File: src/hdl/aux_cfg_pkg.sv
// Register map, field layout and reset values of the auxiliary result
// and cell polarity register slice.
// Assumes a word-aligned AHB-Lite map: byte address is four times the index.
`default_nettype none

package aux_cfg_pkg;

    localparam int unsigned DATA_W = 16;
    localparam int unsigned INDEX_W = 8;

    // Register indices; byte address = index * 4
    localparam logic [7:0] IDX_AUX_RESULT_CH4 = 8'h5D;
    localparam logic [7:0] IDX_AUX_RESULT_CH5 = 8'h5E;
    localparam logic [7:0] IDX_CELL_RANGE_CTRL = 8'h5F;
    localparam logic [7:0] IDX_AUX_REF_CTRL = 8'h60;

    // Result field
    localparam int unsigned RESULT_LSB = 2;
    localparam int unsigned RESULT_W = 14;
    localparam logic [15:0] RESULT_RESET = 16'h0000;

    // Cell input range control fields
    localparam int unsigned CELL_COUNT = 14;
    localparam int unsigned EXTREMES_SEL_BIT = 15;
    localparam logic [13:0] POLARITY_RESET = 14'h0000;
    localparam logic EXTREMES_SEL_RESET = 1'b0;

    // Auxiliary reference control field
    localparam int unsigned AUX_REF_W = 6;
    localparam logic [5:0] AUX_REF_RESET = 6'h00;

    // Auxiliary channel positions inside the six-channel vectors
    localparam int unsigned AUX_CH4 = 4;
    localparam int unsigned AUX_CH5 = 5;
    localparam int unsigned AUX_CH_COUNT = 6;

    // AHB encodings
    localparam logic [1:0] HTRANS_NONSEQ = 2'h2;
    localparam logic HRESP_OKAY = 1'b0;

    // Maps a byte address to a register index; flags misaligned or out of range
    function automatic logic addr_in_map(input logic [31:0] addr);
        return (addr[1:0] == 2'h0) && (addr[31:10] == 22'h000000);
    endfunction

    function automatic logic [7:0] addr_to_index(input logic [31:0] addr);
        return addr[9:2];
    endfunction

endpackage

`default_nettype wire

File: src/hdl/reg_access_if.sv
// Internal register access carrier between the bus port and the
// register file; one-cycle strobes, read data combinational.
`timescale 1ns/10ps
`default_nettype none

interface reg_access_if;
    logic wr_en;
    logic rd_en;
    logic [7:0] index;
    logic [15:0] wdata;
    logic [15:0] rdata;

    modport port (output wr_en, output rd_en, output index, output wdata, input rdata);
    modport regs (input wr_en, input rd_en, input index, input wdata, output rdata);
endinterface

`default_nettype wire

File: src/hdl/aux_result_polarity_cfg.sv
// Auxiliary results for channels four and five, cell input range control
// and auxiliary reference control, behind an AHB-Lite slave.
// Assumes the scan sequencer delivers results as one-cycle strobes.
//
// Chosen here: the AHB-Lite slave port.
`timescale 1ns/10ps
`default_nettype none

module aux_result_polarity_cfg
    import aux_cfg_pkg::*;
(
    input wire logic ref_clk,                     // 25 MHz clock
    input wire logic resetn,                      // Async reset, active low
    input wire logic hsel,                        // AHB select
    input wire logic [31:0] haddr,                // AHB address
    input wire logic [1:0] htrans,                // AHB transfer type
    input wire logic hwrite,                      // AHB write
    input wire logic [2:0] hsize,                 // AHB size
    input wire logic [31:0] hwdata,               // AHB write data
    input wire logic hready,                      // AHB ready in
    output logic hreadyout,                       // AHB ready out
    output logic hresp,                           // AHB response
    output logic [31:0] hrdata,                   // AHB read data
    input wire logic aux_result_valid,            // Result strobe
    input wire logic aux_result_sel,              // 0 channel four, 1 five
    input wire logic aux_result_skipped,          // Channel skipped this scan
    input wire logic [13:0] aux_channel_result,   // Conversion value
    input wire logic aux_measure_enable,          // Aux measurement enable
    input wire logic [5:0] aux_pin_function_config, // 1 = analog input
    input wire logic [5:0] pin_io_mode_enable,    // 1 = pin in I/O mode
    output logic [5:0] aux_reference_select,      // 1 = absolute reference
    input wire logic balance_switch_diagnostic,   // Diagnostic scan running
    input wire logic [13:0] cell_fault_raw,       // Raw per-cell faults
    output logic [13:0] cell_bipolar,             // Polarity per cell
    output logic [13:0] extremes_include,         // Cells in min/max/mismatch
    output logic [13:0] bipolar_threshold_sel,    // Bipolar thresholds used
    output logic [13:0] comparator_scan_enable,   // Cells in comparator scan
    output logic [13:0] cell_fault_masked         // Masked faults
);
    import aux_cfg_pkg::*;

    reg_access_if acc ();

    logic [13:0] aux_result_four_r;
    logic [13:0] aux_result_five_r;
    logic [13:0] polarity_r;
    logic extremes_sel_r;
    logic [5:0] aux_ref_r;
    logic result_update;

    ahb_reg_port u_port (
        .ref_clk(ref_clk),
        .resetn(resetn),
        .hsel(hsel),
        .haddr(haddr),
        .htrans(htrans),
        .hwrite(hwrite),
        .hsize(hsize),
        .hwdata(hwdata),
        .hready(hready),
        .hreadyout(hreadyout),
        .hresp(hresp),
        .hrdata(hrdata),
        .acc(acc.port)
    );

    assign result_update = aux_result_valid && (aux_measure_enable || !aux_result_skipped);

    always_ff @(posedge ref_clk or negedge resetn) begin
        if (!resetn) begin
            aux_result_four_r <= RESULT_RESET[RESULT_W-1:0];
            aux_result_five_r <= RESULT_RESET[RESULT_W-1:0];
        end else if (result_update) begin
            if (aux_result_sel) begin
                aux_result_five_r <= aux_channel_result;
            end else begin
                aux_result_four_r <= aux_channel_result;
            end
        end
    end

    always_ff @(posedge ref_clk or negedge resetn) begin
        if (!resetn) begin
            polarity_r <= POLARITY_RESET;
            extremes_sel_r <= EXTREMES_SEL_RESET;
        end else if (acc.wr_en && acc.index == IDX_CELL_RANGE_CTRL) begin
            polarity_r <= acc.wdata[CELL_COUNT-1:0];
            extremes_sel_r <= acc.wdata[EXTREMES_SEL_BIT];
        end
    end

    always_ff @(posedge ref_clk or negedge resetn) begin
        if (!resetn) begin
            aux_ref_r <= AUX_REF_RESET;
        end else if (acc.wr_en && acc.index == IDX_AUX_REF_CTRL) begin
            aux_ref_r <= acc.wdata[AUX_REF_W-1:0];
        end
    end

    always_ff @(posedge ref_clk or negedge resetn) begin
        if (!resetn) begin
            aux_reference_select <= AUX_REF_RESET;
        end else begin
            aux_reference_select <= aux_ref_r & ~pin_io_mode_enable;
        end
    end

    // Read mux; result fields shifted up, low bits zero
    always_comb begin
        acc.rdata = 16'h0000;
        case (acc.index)
            IDX_AUX_RESULT_CH4: begin
                if (aux_pin_function_config[AUX_CH4]) begin
                    acc.rdata = {aux_result_four_r, 2'h0};
                end
            end
            IDX_AUX_RESULT_CH5: begin
                if (aux_pin_function_config[AUX_CH5]) begin
                    acc.rdata = {aux_result_five_r, 2'h0};
                end
            end
            IDX_CELL_RANGE_CTRL: acc.rdata = {extremes_sel_r, 1'b0, polarity_r};
            IDX_AUX_REF_CTRL: acc.rdata = {10'h000, aux_ref_r};
            default: acc.rdata = 16'h0000;
        endcase
    end

    assign cell_bipolar = polarity_r;

    cell_classify u_classify (
        .ref_clk(ref_clk),
        .resetn(resetn),
        .cell_bipolar(polarity_r),
        .extremes_cell_type_select(extremes_sel_r),
        .balance_switch_diagnostic(balance_switch_diagnostic),
        .cell_fault_raw(cell_fault_raw),
        .extremes_include(extremes_include),
        .bipolar_threshold_sel(bipolar_threshold_sel),
        .comparator_scan_enable(comparator_scan_enable),
        .cell_fault_masked(cell_fault_masked)
    );

    logic unused_ok;
    assign unused_ok = ^{acc.rd_en, aux_pin_function_config[3:0]};
endmodule

`default_nettype wire

File: src/hdl/ahb_reg_port.sv
// AHB-Lite slave front end: zero wait states, always OKAY.
// Assumes single word transfers; narrower sizes are treated as word access.
`timescale 1ns/10ps
`default_nettype none

module ahb_reg_port
    import aux_cfg_pkg::*;
(
    input wire logic ref_clk,           // System clock
    input wire logic resetn,            // Async reset, active low
    input wire logic hsel,              // Slave select
    input wire logic [31:0] haddr,      // Byte address
    input wire logic [1:0] htrans,      // Transfer type
    input wire logic hwrite,            // Write when high
    input wire logic [2:0] hsize,       // Transfer size, unused
    input wire logic [31:0] hwdata,     // Write data
    input wire logic hready,            // Bus ready
    output logic hreadyout,             // Slave ready
    output logic hresp,                 // Response
    output logic [31:0] hrdata,         // Read data
    reg_access_if.port acc              // Register file side
);
    logic wr_pend_r;
    logic [7:0] wr_index_r;
    logic take;
    logic hit;

    assign take = hsel && hready && (htrans == HTRANS_NONSEQ || htrans == 2'h3);
    assign hit = addr_in_map(haddr);
    assign hreadyout = 1'b1;
    assign hresp = HRESP_OKAY;

    // Write lands in the data phase, when hwdata is valid
    always_ff @(posedge ref_clk or negedge resetn) begin
        if (!resetn) begin
            wr_pend_r <= 1'b0;
            wr_index_r <= 8'h00;
        end else begin
            wr_pend_r <= take && hwrite && hit;
            wr_index_r <= addr_to_index(haddr);
        end
    end

    assign acc.wr_en = wr_pend_r;
    assign acc.wdata = hwdata[15:0];
    assign acc.rd_en = take && !hwrite && hit;
    assign acc.index = acc.wr_en ? wr_index_r : addr_to_index(haddr);

    // Read data sampled at the address phase; unmapped reads give zero
    always_ff @(posedge ref_clk or negedge resetn) begin
        if (!resetn) begin
            hrdata <= 32'h00000000;
        end else if (take && !hwrite) begin
            hrdata <= (acc.rd_en && !acc.wr_en) ? {16'h0000, acc.rdata} : 32'h00000000;
        end
    end

    logic unused_ok;
    assign unused_ok = ^{hsize, hwdata[31:16]};
endmodule

`default_nettype wire

File: src/hdl/cell_classify.sv
// Per-cell routing of polarity settings into the scan and alert logic.
// Assumes the fault vector and diagnostic flag are from the same scan.
`timescale 1ns/10ps
`default_nettype none

module cell_classify
    import aux_cfg_pkg::*;
(
    input wire logic ref_clk,                   // System clock
    input wire logic resetn,                    // Async reset, active low
    input wire logic [13:0] cell_bipolar,       // Polarity select per cell
    input wire logic extremes_cell_type_select, // Extremes use bipolar cells
    input wire logic balance_switch_diagnostic, // Diagnostic scan running
    input wire logic [13:0] cell_fault_raw,     // Raw per-cell faults
    output logic [13:0] extremes_include,       // Cells in min/max/mismatch
    output logic [13:0] bipolar_threshold_sel,  // Use bipolar thresholds
    output logic [13:0] comparator_scan_enable, // Cells in comparator scans
    output logic [13:0] cell_fault_masked       // Faults after masking
);
    always_ff @(posedge ref_clk or negedge resetn) begin
        if (!resetn) begin
            extremes_include <= 14'h0000;
            bipolar_threshold_sel <= 14'h0000;
            comparator_scan_enable <= 14'h0000;
        end else begin
            extremes_include <= extremes_cell_type_select ? cell_bipolar : ~cell_bipolar;
            bipolar_threshold_sel <= cell_bipolar;
            comparator_scan_enable <= ~cell_bipolar;
        end
    end

    always_ff @(posedge ref_clk or negedge resetn) begin
        if (!resetn) begin
            cell_fault_masked <= 14'h0000;
        end else begin
            cell_fault_masked <= balance_switch_diagnostic ?
                                 (cell_fault_raw & ~cell_bipolar) : cell_fault_raw;
        end
    end
endmodule

`default_nettype wire

File: config.mk
export PLATFORM = sky130hd
export DESIGN_NAME = aux_result_polarity_cfg
export DESIGN_NICKNAME = d
export VERILOG_FILES = /design/src/hdl/aux_cfg_pkg.sv /design/src/hdl/reg_access_if.sv /design/src/hdl/aux_result_polarity_cfg.sv /design/src/hdl/ahb_reg_port.sv /design/src/hdl/cell_classify.sv
export SDC_FILE = /design/constraint.sdc
export NUM_CORES = 1
export LEC_CHECK = 0
export ABC_AREA = 1
export BUFFER_PORTS_ARGS = -buffer_cell sky130_fd_sc_hd__buf_2
export CORE_AREA = 2 2 108 110
export DETAILED_ROUTE_END_ITERATION = 8
export DIE_AREA = 0 0 110 112
export PLACE_DENSITY_LB_ADDON = 0.15
export RECOVER_POWER = 25
export SYNTH_ARGS = -nofsm -noshare
export SYNTH_HDL_FRONTEND = slang
export SYNTH_SLANG_ARGS = --single-unit
export TNS_END_PERCENT = 5
File: constraint.sdc
create_clock -name ref_clk -period 3.99 [get_ports ref_clk]
set_input_delay 0 -clock ref_clk [delete_from_list [all_inputs] [get_ports ref_clk]]
set_output_delay 0 -clock ref_clk [all_outputs]
set_load 0.03 [all_outputs]
==> results.yml, run 1 <==
synthesis:
  avgSynthCellArea_um2: 9.53
  seq_area_frac_synth_pct: 60.3
  syn_area_um2: 5640
  ys_async_sr_fraction_pct: 100
  yosys_register_bits: 136
  synth_edf_count: 0
  synth_top_family_by_area: "simple AND/OR/NAND/NOR gates"
  syn-instance-count: 592
  synthXorXnorAreaFrac_pct: 2.17
  synth_adder_area_share_pct: 0
  synthMuxAreaShare_pct: 0
  synth_compound_area_share_pct: 7.25
  synth.distinct_cells: 28
  synth_top_flop_cell: "dfrtp_1"
  yosys_warnings: 0
  yosys.area_share.simple_pct: 21.6
floorplanning:
  std_cell_rows: 39
  fp.dieArea_um2: 12300
  core_um2: 11200
  die_width_um: 110
  die_y_um: 112
  io_pins: 229
  initial_core_util_pct: 50.5
clocking:
  cts_resized: 0
  ctsRootBufferMaster: "clkbuf_16"
  clock_sinks: 136
  cts.path.max_buffers: 2
  clock_latency_ns: 0.42
  cts_buffers: 17
  cts_tree: "yes"
  htreeDepth: 4
  clk_pin_slew_worst_paths_ns: 0.06
setup_path:
  r2r-end: "cell_bipolar[11]"
  max_stage_delay_ns: 0.62
  crit_path_end_kind: "register"
  critPathKind: "register to register"
  cp_max_fo: 33
  cp_slowest_cell: "dfrtp_1"
  path_cells: "inv_6, nand3_1, nand2_1, inv_1, nor2_2, buf_4, and2_4, nand2_2, nor2_1, a21oi_2"
  startpoint_type: "register"
  timing.reg2reg.setup_slack_ns: 1.33
  critPathRequiredTime_ns: 4.25
  r2r-start: "u_port.acc.wr_en"
  worst_ep_arrival_time_ns: 2.93
  r2r_cells: 10
timing:
  setup_viol: 0
  slew_viol_final: 97
  finalCritPeriodShare_pct: 66.8
  hold_violations: 0
  setup_ws_ns: 1.33
  tns_ns: 0
  finalCriticalPeriod_ns: 2.66
  finClkSkew_ns: 0.00970
  relSlewSlack_pct: -53.1
  tightest_slew_ns: 2.30
  timing.fmax_ghz: 0.375
  rsz0062_at_grt: "false"
drt:
  route.detailed.drc: 0
  postRouteAntennaNets: 0
  routed_wl_mm: 13.8
  dr.first_iter.drc_count: 224
  first_pass_iters: 4
  num_vias: 4678
  wl_per_cell_um: 13.8
  vias_per_cell: 4.69
worst_hold_path:
  min-delay-start: "balance_switch_diagnostic"
  holdPathEnd: "u_classify.cell_fault_masked[0]"
  min_path_type: "input pin to register"
  worst_hold_path.num_cells: 2
global_route:
  grt_remaining_overflow: 0
  grt_max_degree: 97
  grt_pass1_wl_mm: 22.5
  global_route.usage.met1_pct: 30.5
  antenna_found_initial: 0
  globalRouteMet3Util_pct: 4.33
  grt_pass1_vias: 4622
  met2_usage_pct: 39.0
  grt.busiest_layer: "met2"
  grtUsageTotal_pct: 23.7
place:
  gp_congestion: 0.766
  io_buffers: 185
  detailed_place_hpwl_mm: 8.87
  place_ws_ns: 1.36
final_layout:
  drive_gt1_share_pct: 26.2
  seq_area_um2: 3400
  multi_input_area_um2: 1830
  syn2layout_area_growth_pct: 39.3
  antenna-diode-count: 0
  n_fill_cell: 873
  nets: 961
pwr:
  p_leak_nw: 4.17
  irDropWorstVdd_uv: 258
  powerDensity_nw_per_um2: 436
run_status:
  status: "complete, but fails checks"
  violations: "capacitance limit, slew limit"
job:
  max-cap-violations: 1
[layout make-up]
class / instances / area share (%)
timing repair buffer: 257 / 20.6
multi-input combinational: 378 / 23.2
inverter: 52 / 2.55
clock inverter: 13 / 2.56
sequential: 136 / 43.3
tap: 143 / 2.28
clock buffer: 18 / 5.46
[worst max-delay path, delay by kind of cell (launching register included)]
family,cells,cell delay [ns]
DFF,1,0.62
AOI/OAI and AO/OA,1,0.07
buffers and inverters,3,0.60
and+or+nand+nor,6,1.19
[power by group]
part           switching, mW  internal [mW]  leakage [nW]
Clock                  0.566           1.10         0.302
Combinational          0.164          0.126          2.21
Sequential            0.0308           1.44          1.66
[layer usage]
metal	share of wire [%]	wire, µm	vias up
met5	0	0	-
met4	2.1	286	0
met3	6.1	842	26
met2	50	6830	180
met1	42	5810	2164
li1	-	-	2308
[Yosys cell counts (2+ instances only)]
library cell,n,share of area [%]
a21boi_0,14,1.9
a21oi_1,5,0.44
a21oi_2,9,1.4
buf_2,8,0.71
buf_4,19,2.5
buf_6,4,0.80
clkbuf_1,10,0.67
conb_1,2,0.13
dfrtp_1,136,60
inv_1,50,3.3
nand2_1,174,12
nand2_2,5,0.55
nand3_1,23,2.0
nand3b_1,27,3.6
nand4_1,2,0.22
nor2_1,40,2.7
nor2_2,2,0.22
o21ai_0,39,3.5
xnor2_1,14,2.2
[state kept, by name (all words and copies together) (netlist names)]
| signal | flops |
|---|---|
| u_port.hrdata | 16 |
| aux_result_five_r | 14 |
| aux_result_four_r | 14 |
| cell_bipolar | 14 |
| u_classify.bipolar_threshold_sel | 14 |
| u_classify.cell_fault_masked | 14 |
| u_classify.comparator_scan_enable | 14 |
| u_classify.extremes_include | 14 |
| u_port.wr_index_r | 8 |
| aux_ref_r | 6 |
| aux_reference_select | 6 |
| extremes_sel_r | 1 |
| u_port.acc.wr_en | 1 |
[worst max path at each step]
stage                                start               end  slack [ns]  cells past startpoint
final                     u_port.acc.wr_en  cell_bipolar[11]        1.33                     10
after global routing      u_port.acc.wr_en  cell_bipolar[11]        1.03                      9
after CTS                 u_port.acc.wr_en  cell_bipolar[11]        1.33                     10
after detailed placement  u_port.acc.wr_en   cell_bipolar[8]        1.36                     10
after global placement    u_port.acc.wr_en   cell_bipolar[5]        1.43                     10
after floorplan           u_port.acc.wr_en    extremes_sel_r        2.36                     13
[stage by stage]
step	cells	area (µm²)	total power, mW	hold slack, ns	utilization [%]
6_report	997	7860	3.43	0.0145	70.4
3_5_place_dp	896	6560	1.73	0.126	58.7
2_1_floorplan	608	5700	1.63	-0.296	-
5_1_grt	997	7860	3.57	0.0277	70.4
4_1_cts	997	7890	3.46	0.000376	70.6
3_3_place_gp	896	6560	1.72	0.123	58.7
[kinds of logic after synthesis]
group	count (synthesis)
AO/OA/AOI/OAI	68
other	2
XOR/XNOR	14
flip-flops	136
buffers and inverters	94
AND/OR/NAND/NOR	278
[what timing repair did]
item | in CTS | in global routing
hold buffers | 70 | 0
buffers inserted | 0 | 0
endpoints found under the hold margin | 173 | 0
[layout by cell type, fill, tap and decap left out]
cell           synthesis  final
o21ai_1                1      1
clkbuf_2               0      1
clkinvlp_4             0      3
and2_4                 1      1
nor2_1                40     39
clkbuf_16              0     17
nor2_4                 1      1
clkinv_1               1      1
clkinv_2               0      4
buf_2                  8    169
dfrtp_1              136    136
nand3_1               23     23
clkbuf_1              10     16
inv_1                 50     50
nand2_4                1      1
xnor2_1               14     14
nand2_2                5      5
nand3b_1              27     27
a21oi_2                9      9
nor3b_1                1      1
nand2_1              174    174
nor3_2                 0      1
a21boi_0              14     14
nand4_1                2      2
a21oi_1                5      5
inv_6                  1      2
bufinv_16              0      5
nor2_2                 2      3
buf_4                 19      2
dlygate4sd3_1          0     70
conb_1                 2     18
o21ai_0               39     39
No activity file was read; power rests on OpenSTA's default activity.
==> inputs of run 2 (changes only) <==
- CORE_AREA: 2 2 108 110 -> 2 2 112 114
- DIE_AREA: 0 0 110 112 -> 0 0 114 116
- clock period: 3.99 -> 2.66 ns (I/O delays scaled with it)
==> run 2 against run 1 <==
The flow finishes with violations (hold timing). Combinational power grew 53%. Final cell count grew 1.0%. Sequential cell count is the same. Critical path depth shrank 1. Non-clock buffer count grew 6. Clock power grew 41%. Hold slack lost 0.018 ns. Via count grew 1.1%. Highest routed layer unchanged.
==> results.yml, run 2 (synthesis gave the netlist of run 1 again) <==
setup_path:
  worst_ep_arrival_time_ns: 2.61
  startpoint_type: "register"
  crit_path_end_kind: "register"
  critPathRequiredTime_ns: 2.93
  critPathKind: "register to register"
  cp_max_fo: 29
pwr:
  power.switching_mw: 1.18
  p_leak_nw: 4.22
  p_comb_share_pct: 8.9
  p_sw_share_pct: 23.5
  power.internal_mw: 3.83
  clkPwrFrac_pct: 47.1
  seq_power_share_pct: 44.1
  irDropWorstVdd_uv: 381
  powerDensity_nw_per_um2: 633
floorplanning:
  core_um2: 11900
  initial_core_util_pct: 47.4
  die_y_um: 116
  io_pins: 229
  fp.dieArea_um2: 13200
  std_cell_rows: 40
  die_width_um: 114
timing:
  relSlewSlack_pct: 13.0
  tightest_slew_ns: 1.31
  tns_ns: 0
  finClkSkew_ns: 0.00841
  rsz0062_at_grt: "false"
  setup_viol: 0
  finalCritPeriodShare_pct: 88.2
  hold_ws_ns: -0.00350
  finalCriticalPeriod_ns: 2.35
  hold_violations: 1
  timing.fmax_ghz: 0.426
  slew_viol_final: 0
clocking:
  clk_pin_slew_worst_paths_ns: 0.06
  clock_sinks: 136
  htreeDepth: 4
  cts_tree: "yes"
  post_cts.repair.setup_buffers: 0
  cts_buffers: 17
  clock_latency_ns: 0.41
  ctsRootBufferMaster: "clkbuf_16"
  cts.path.max_buffers: 2
drt:
  num_vias: 4731
  route.detailed.drc: 0
  wl_per_cell_um: 13.9
  postRouteAntennaNets: 0
  dr.first_iter.drc_count: 290
  first_pass_iters: 6
  routed_wl_mm: 14.0
  vias_per_cell: 4.70
final_layout:
  nets: 967
  seq_area_um2: 3400
  syn2layout_area_growth_pct: 40.1
  stdcell_area_um2: 7910
  n_fill_cell: 963
  largest_register_ffs: 16
  top_register: "u_port.hrdata"
  multi_input_area_um2: 1830
  drive_gt1_share_pct: 27.6
  final_common_cell: "buf_2"
  final_cell_mix: "buf_2, nand2_1, dfrtp_1, dlygate4sd3_1, inv_1"
  antenna-diode-count: 0
run_status:
  status: "complete, but fails checks"
  violations: "hold timing"
place:
  detailed_place_hpwl_mm: 9.22
  io_buffers: 185
  gp_congestion: 0.816
  placed_area_um2: 6610
global_route:
  grt_pass1_vias: 4635
  antenna_found_initial: 0
  grt_pass1_wl_mm: 22.5
  grt_remaining_overflow: 0
  grt_max_degree: 60
  grtUsageTotal_pct: 21.9
worst_hold_path:
  min_path_type: "input pin to register"
job:
  max-cap-violations: 0
-- run 2: changes by cell type in the layout (fill, tap and decap cells not counted), moves of 2 or more --
cell,change
buf_2,+8
buf_4,+3
bufinv_16,-2
clkbuf_1,-9
clkinv_2,-2
clkinv_4,+3
dlygate4sd3_1,+2
-- run 2: final timing paths --
| path | startpoint | slack (ns) | depth (start not counted) | end |
|---|---|---|---|---|
| hold / removal | balance_switch_diagnostic | -0.003 | 2 | u_classify.cell_fault_masked[11] |
| setup reg to reg | u_port.acc.wr_en | 0.31 | 9 | cell_bipolar[3] |
| max in group asynchronous | resetn | 1.27 | 3 | u_port.wr_index_r[1] |
| min in group asynchronous | resetn | 0.40 | 2 | u_classify.extremes_include[1] |
| hold reg to reg | u_port.hrdata[6] | 0.48 | 2 | u_port.hrdata[6] |
| setup / recovery | u_port.acc.wr_en | 0.31 | 9 | cell_bipolar[3] |
-- run 2: repair_timing --
item                                    CTS  global route
resized for setup                         0             0
endpoints found under the setup margin    0             0
hold buffers                             72             0
hold endpoints to repair                189             0
-- run 2: final cells by class --
class                   instances  area share (%)
clock buffers                  17            5.38
clock inverters                14            2.20
inverters                      52            2.53
multi-input cells             378            23.1
flip-flops and latches        136            43.0
well taps                     147            2.33
repair buffers                263            21.4
-- run 2: power groups by stage --
stage / registers (mW) / clock network (mW) / logic [mW]
CTS: 2.20 / 2.39 / 0.447
detailed placement: 2.24 / 0 / 0.365
finish: 2.21 / 2.36 / 0.445
floorplan: 2.26 / 0 / 0.187
global placement: 2.24 / 0 / 0.356
global route: 2.21 / 2.50 / 0.499
-- run 2: through the flow --
step                utilization, %  std cells  setup WS, ns  total power, mW  hold WS, ns
finish                        66.4       1007         0.313             5.01     -0.00350
global route                  66.4       1007        0.0916             5.21       0.0297
CTS                           66.5       1007         0.302             5.05       0.0111
detailed placement            55.5        904         0.336             2.61      -0.0303
global placement              55.5        904         0.386             2.59      -0.0319
floorplan                        -        608          1.03             2.45       -0.296
-- run 2: routing by layer --
metal / track usage (%) / part of all wire, % / vias to the layer above
met5: 0 / 0 / -
met4: 7.48 / 1.2 / 0
met3: 3.87 / 5.5 / 12
met2: 37.8 / 49 / 181
met1: 28.2 / 44 / 2212
li1: - / - / 2326
-- run 2: critical path, cell delays in order, from the launching register on --
cell and delay, ns:
dfrtp_1 0.62, inv_6 0.22, nand2_1 0.07, nand2_1 0.10
nand2_4 0.07, nor2_4 0.16, and2_4 0.25, nand2_2 0.39
nor2_1 0.27, a21oi_1 0.06
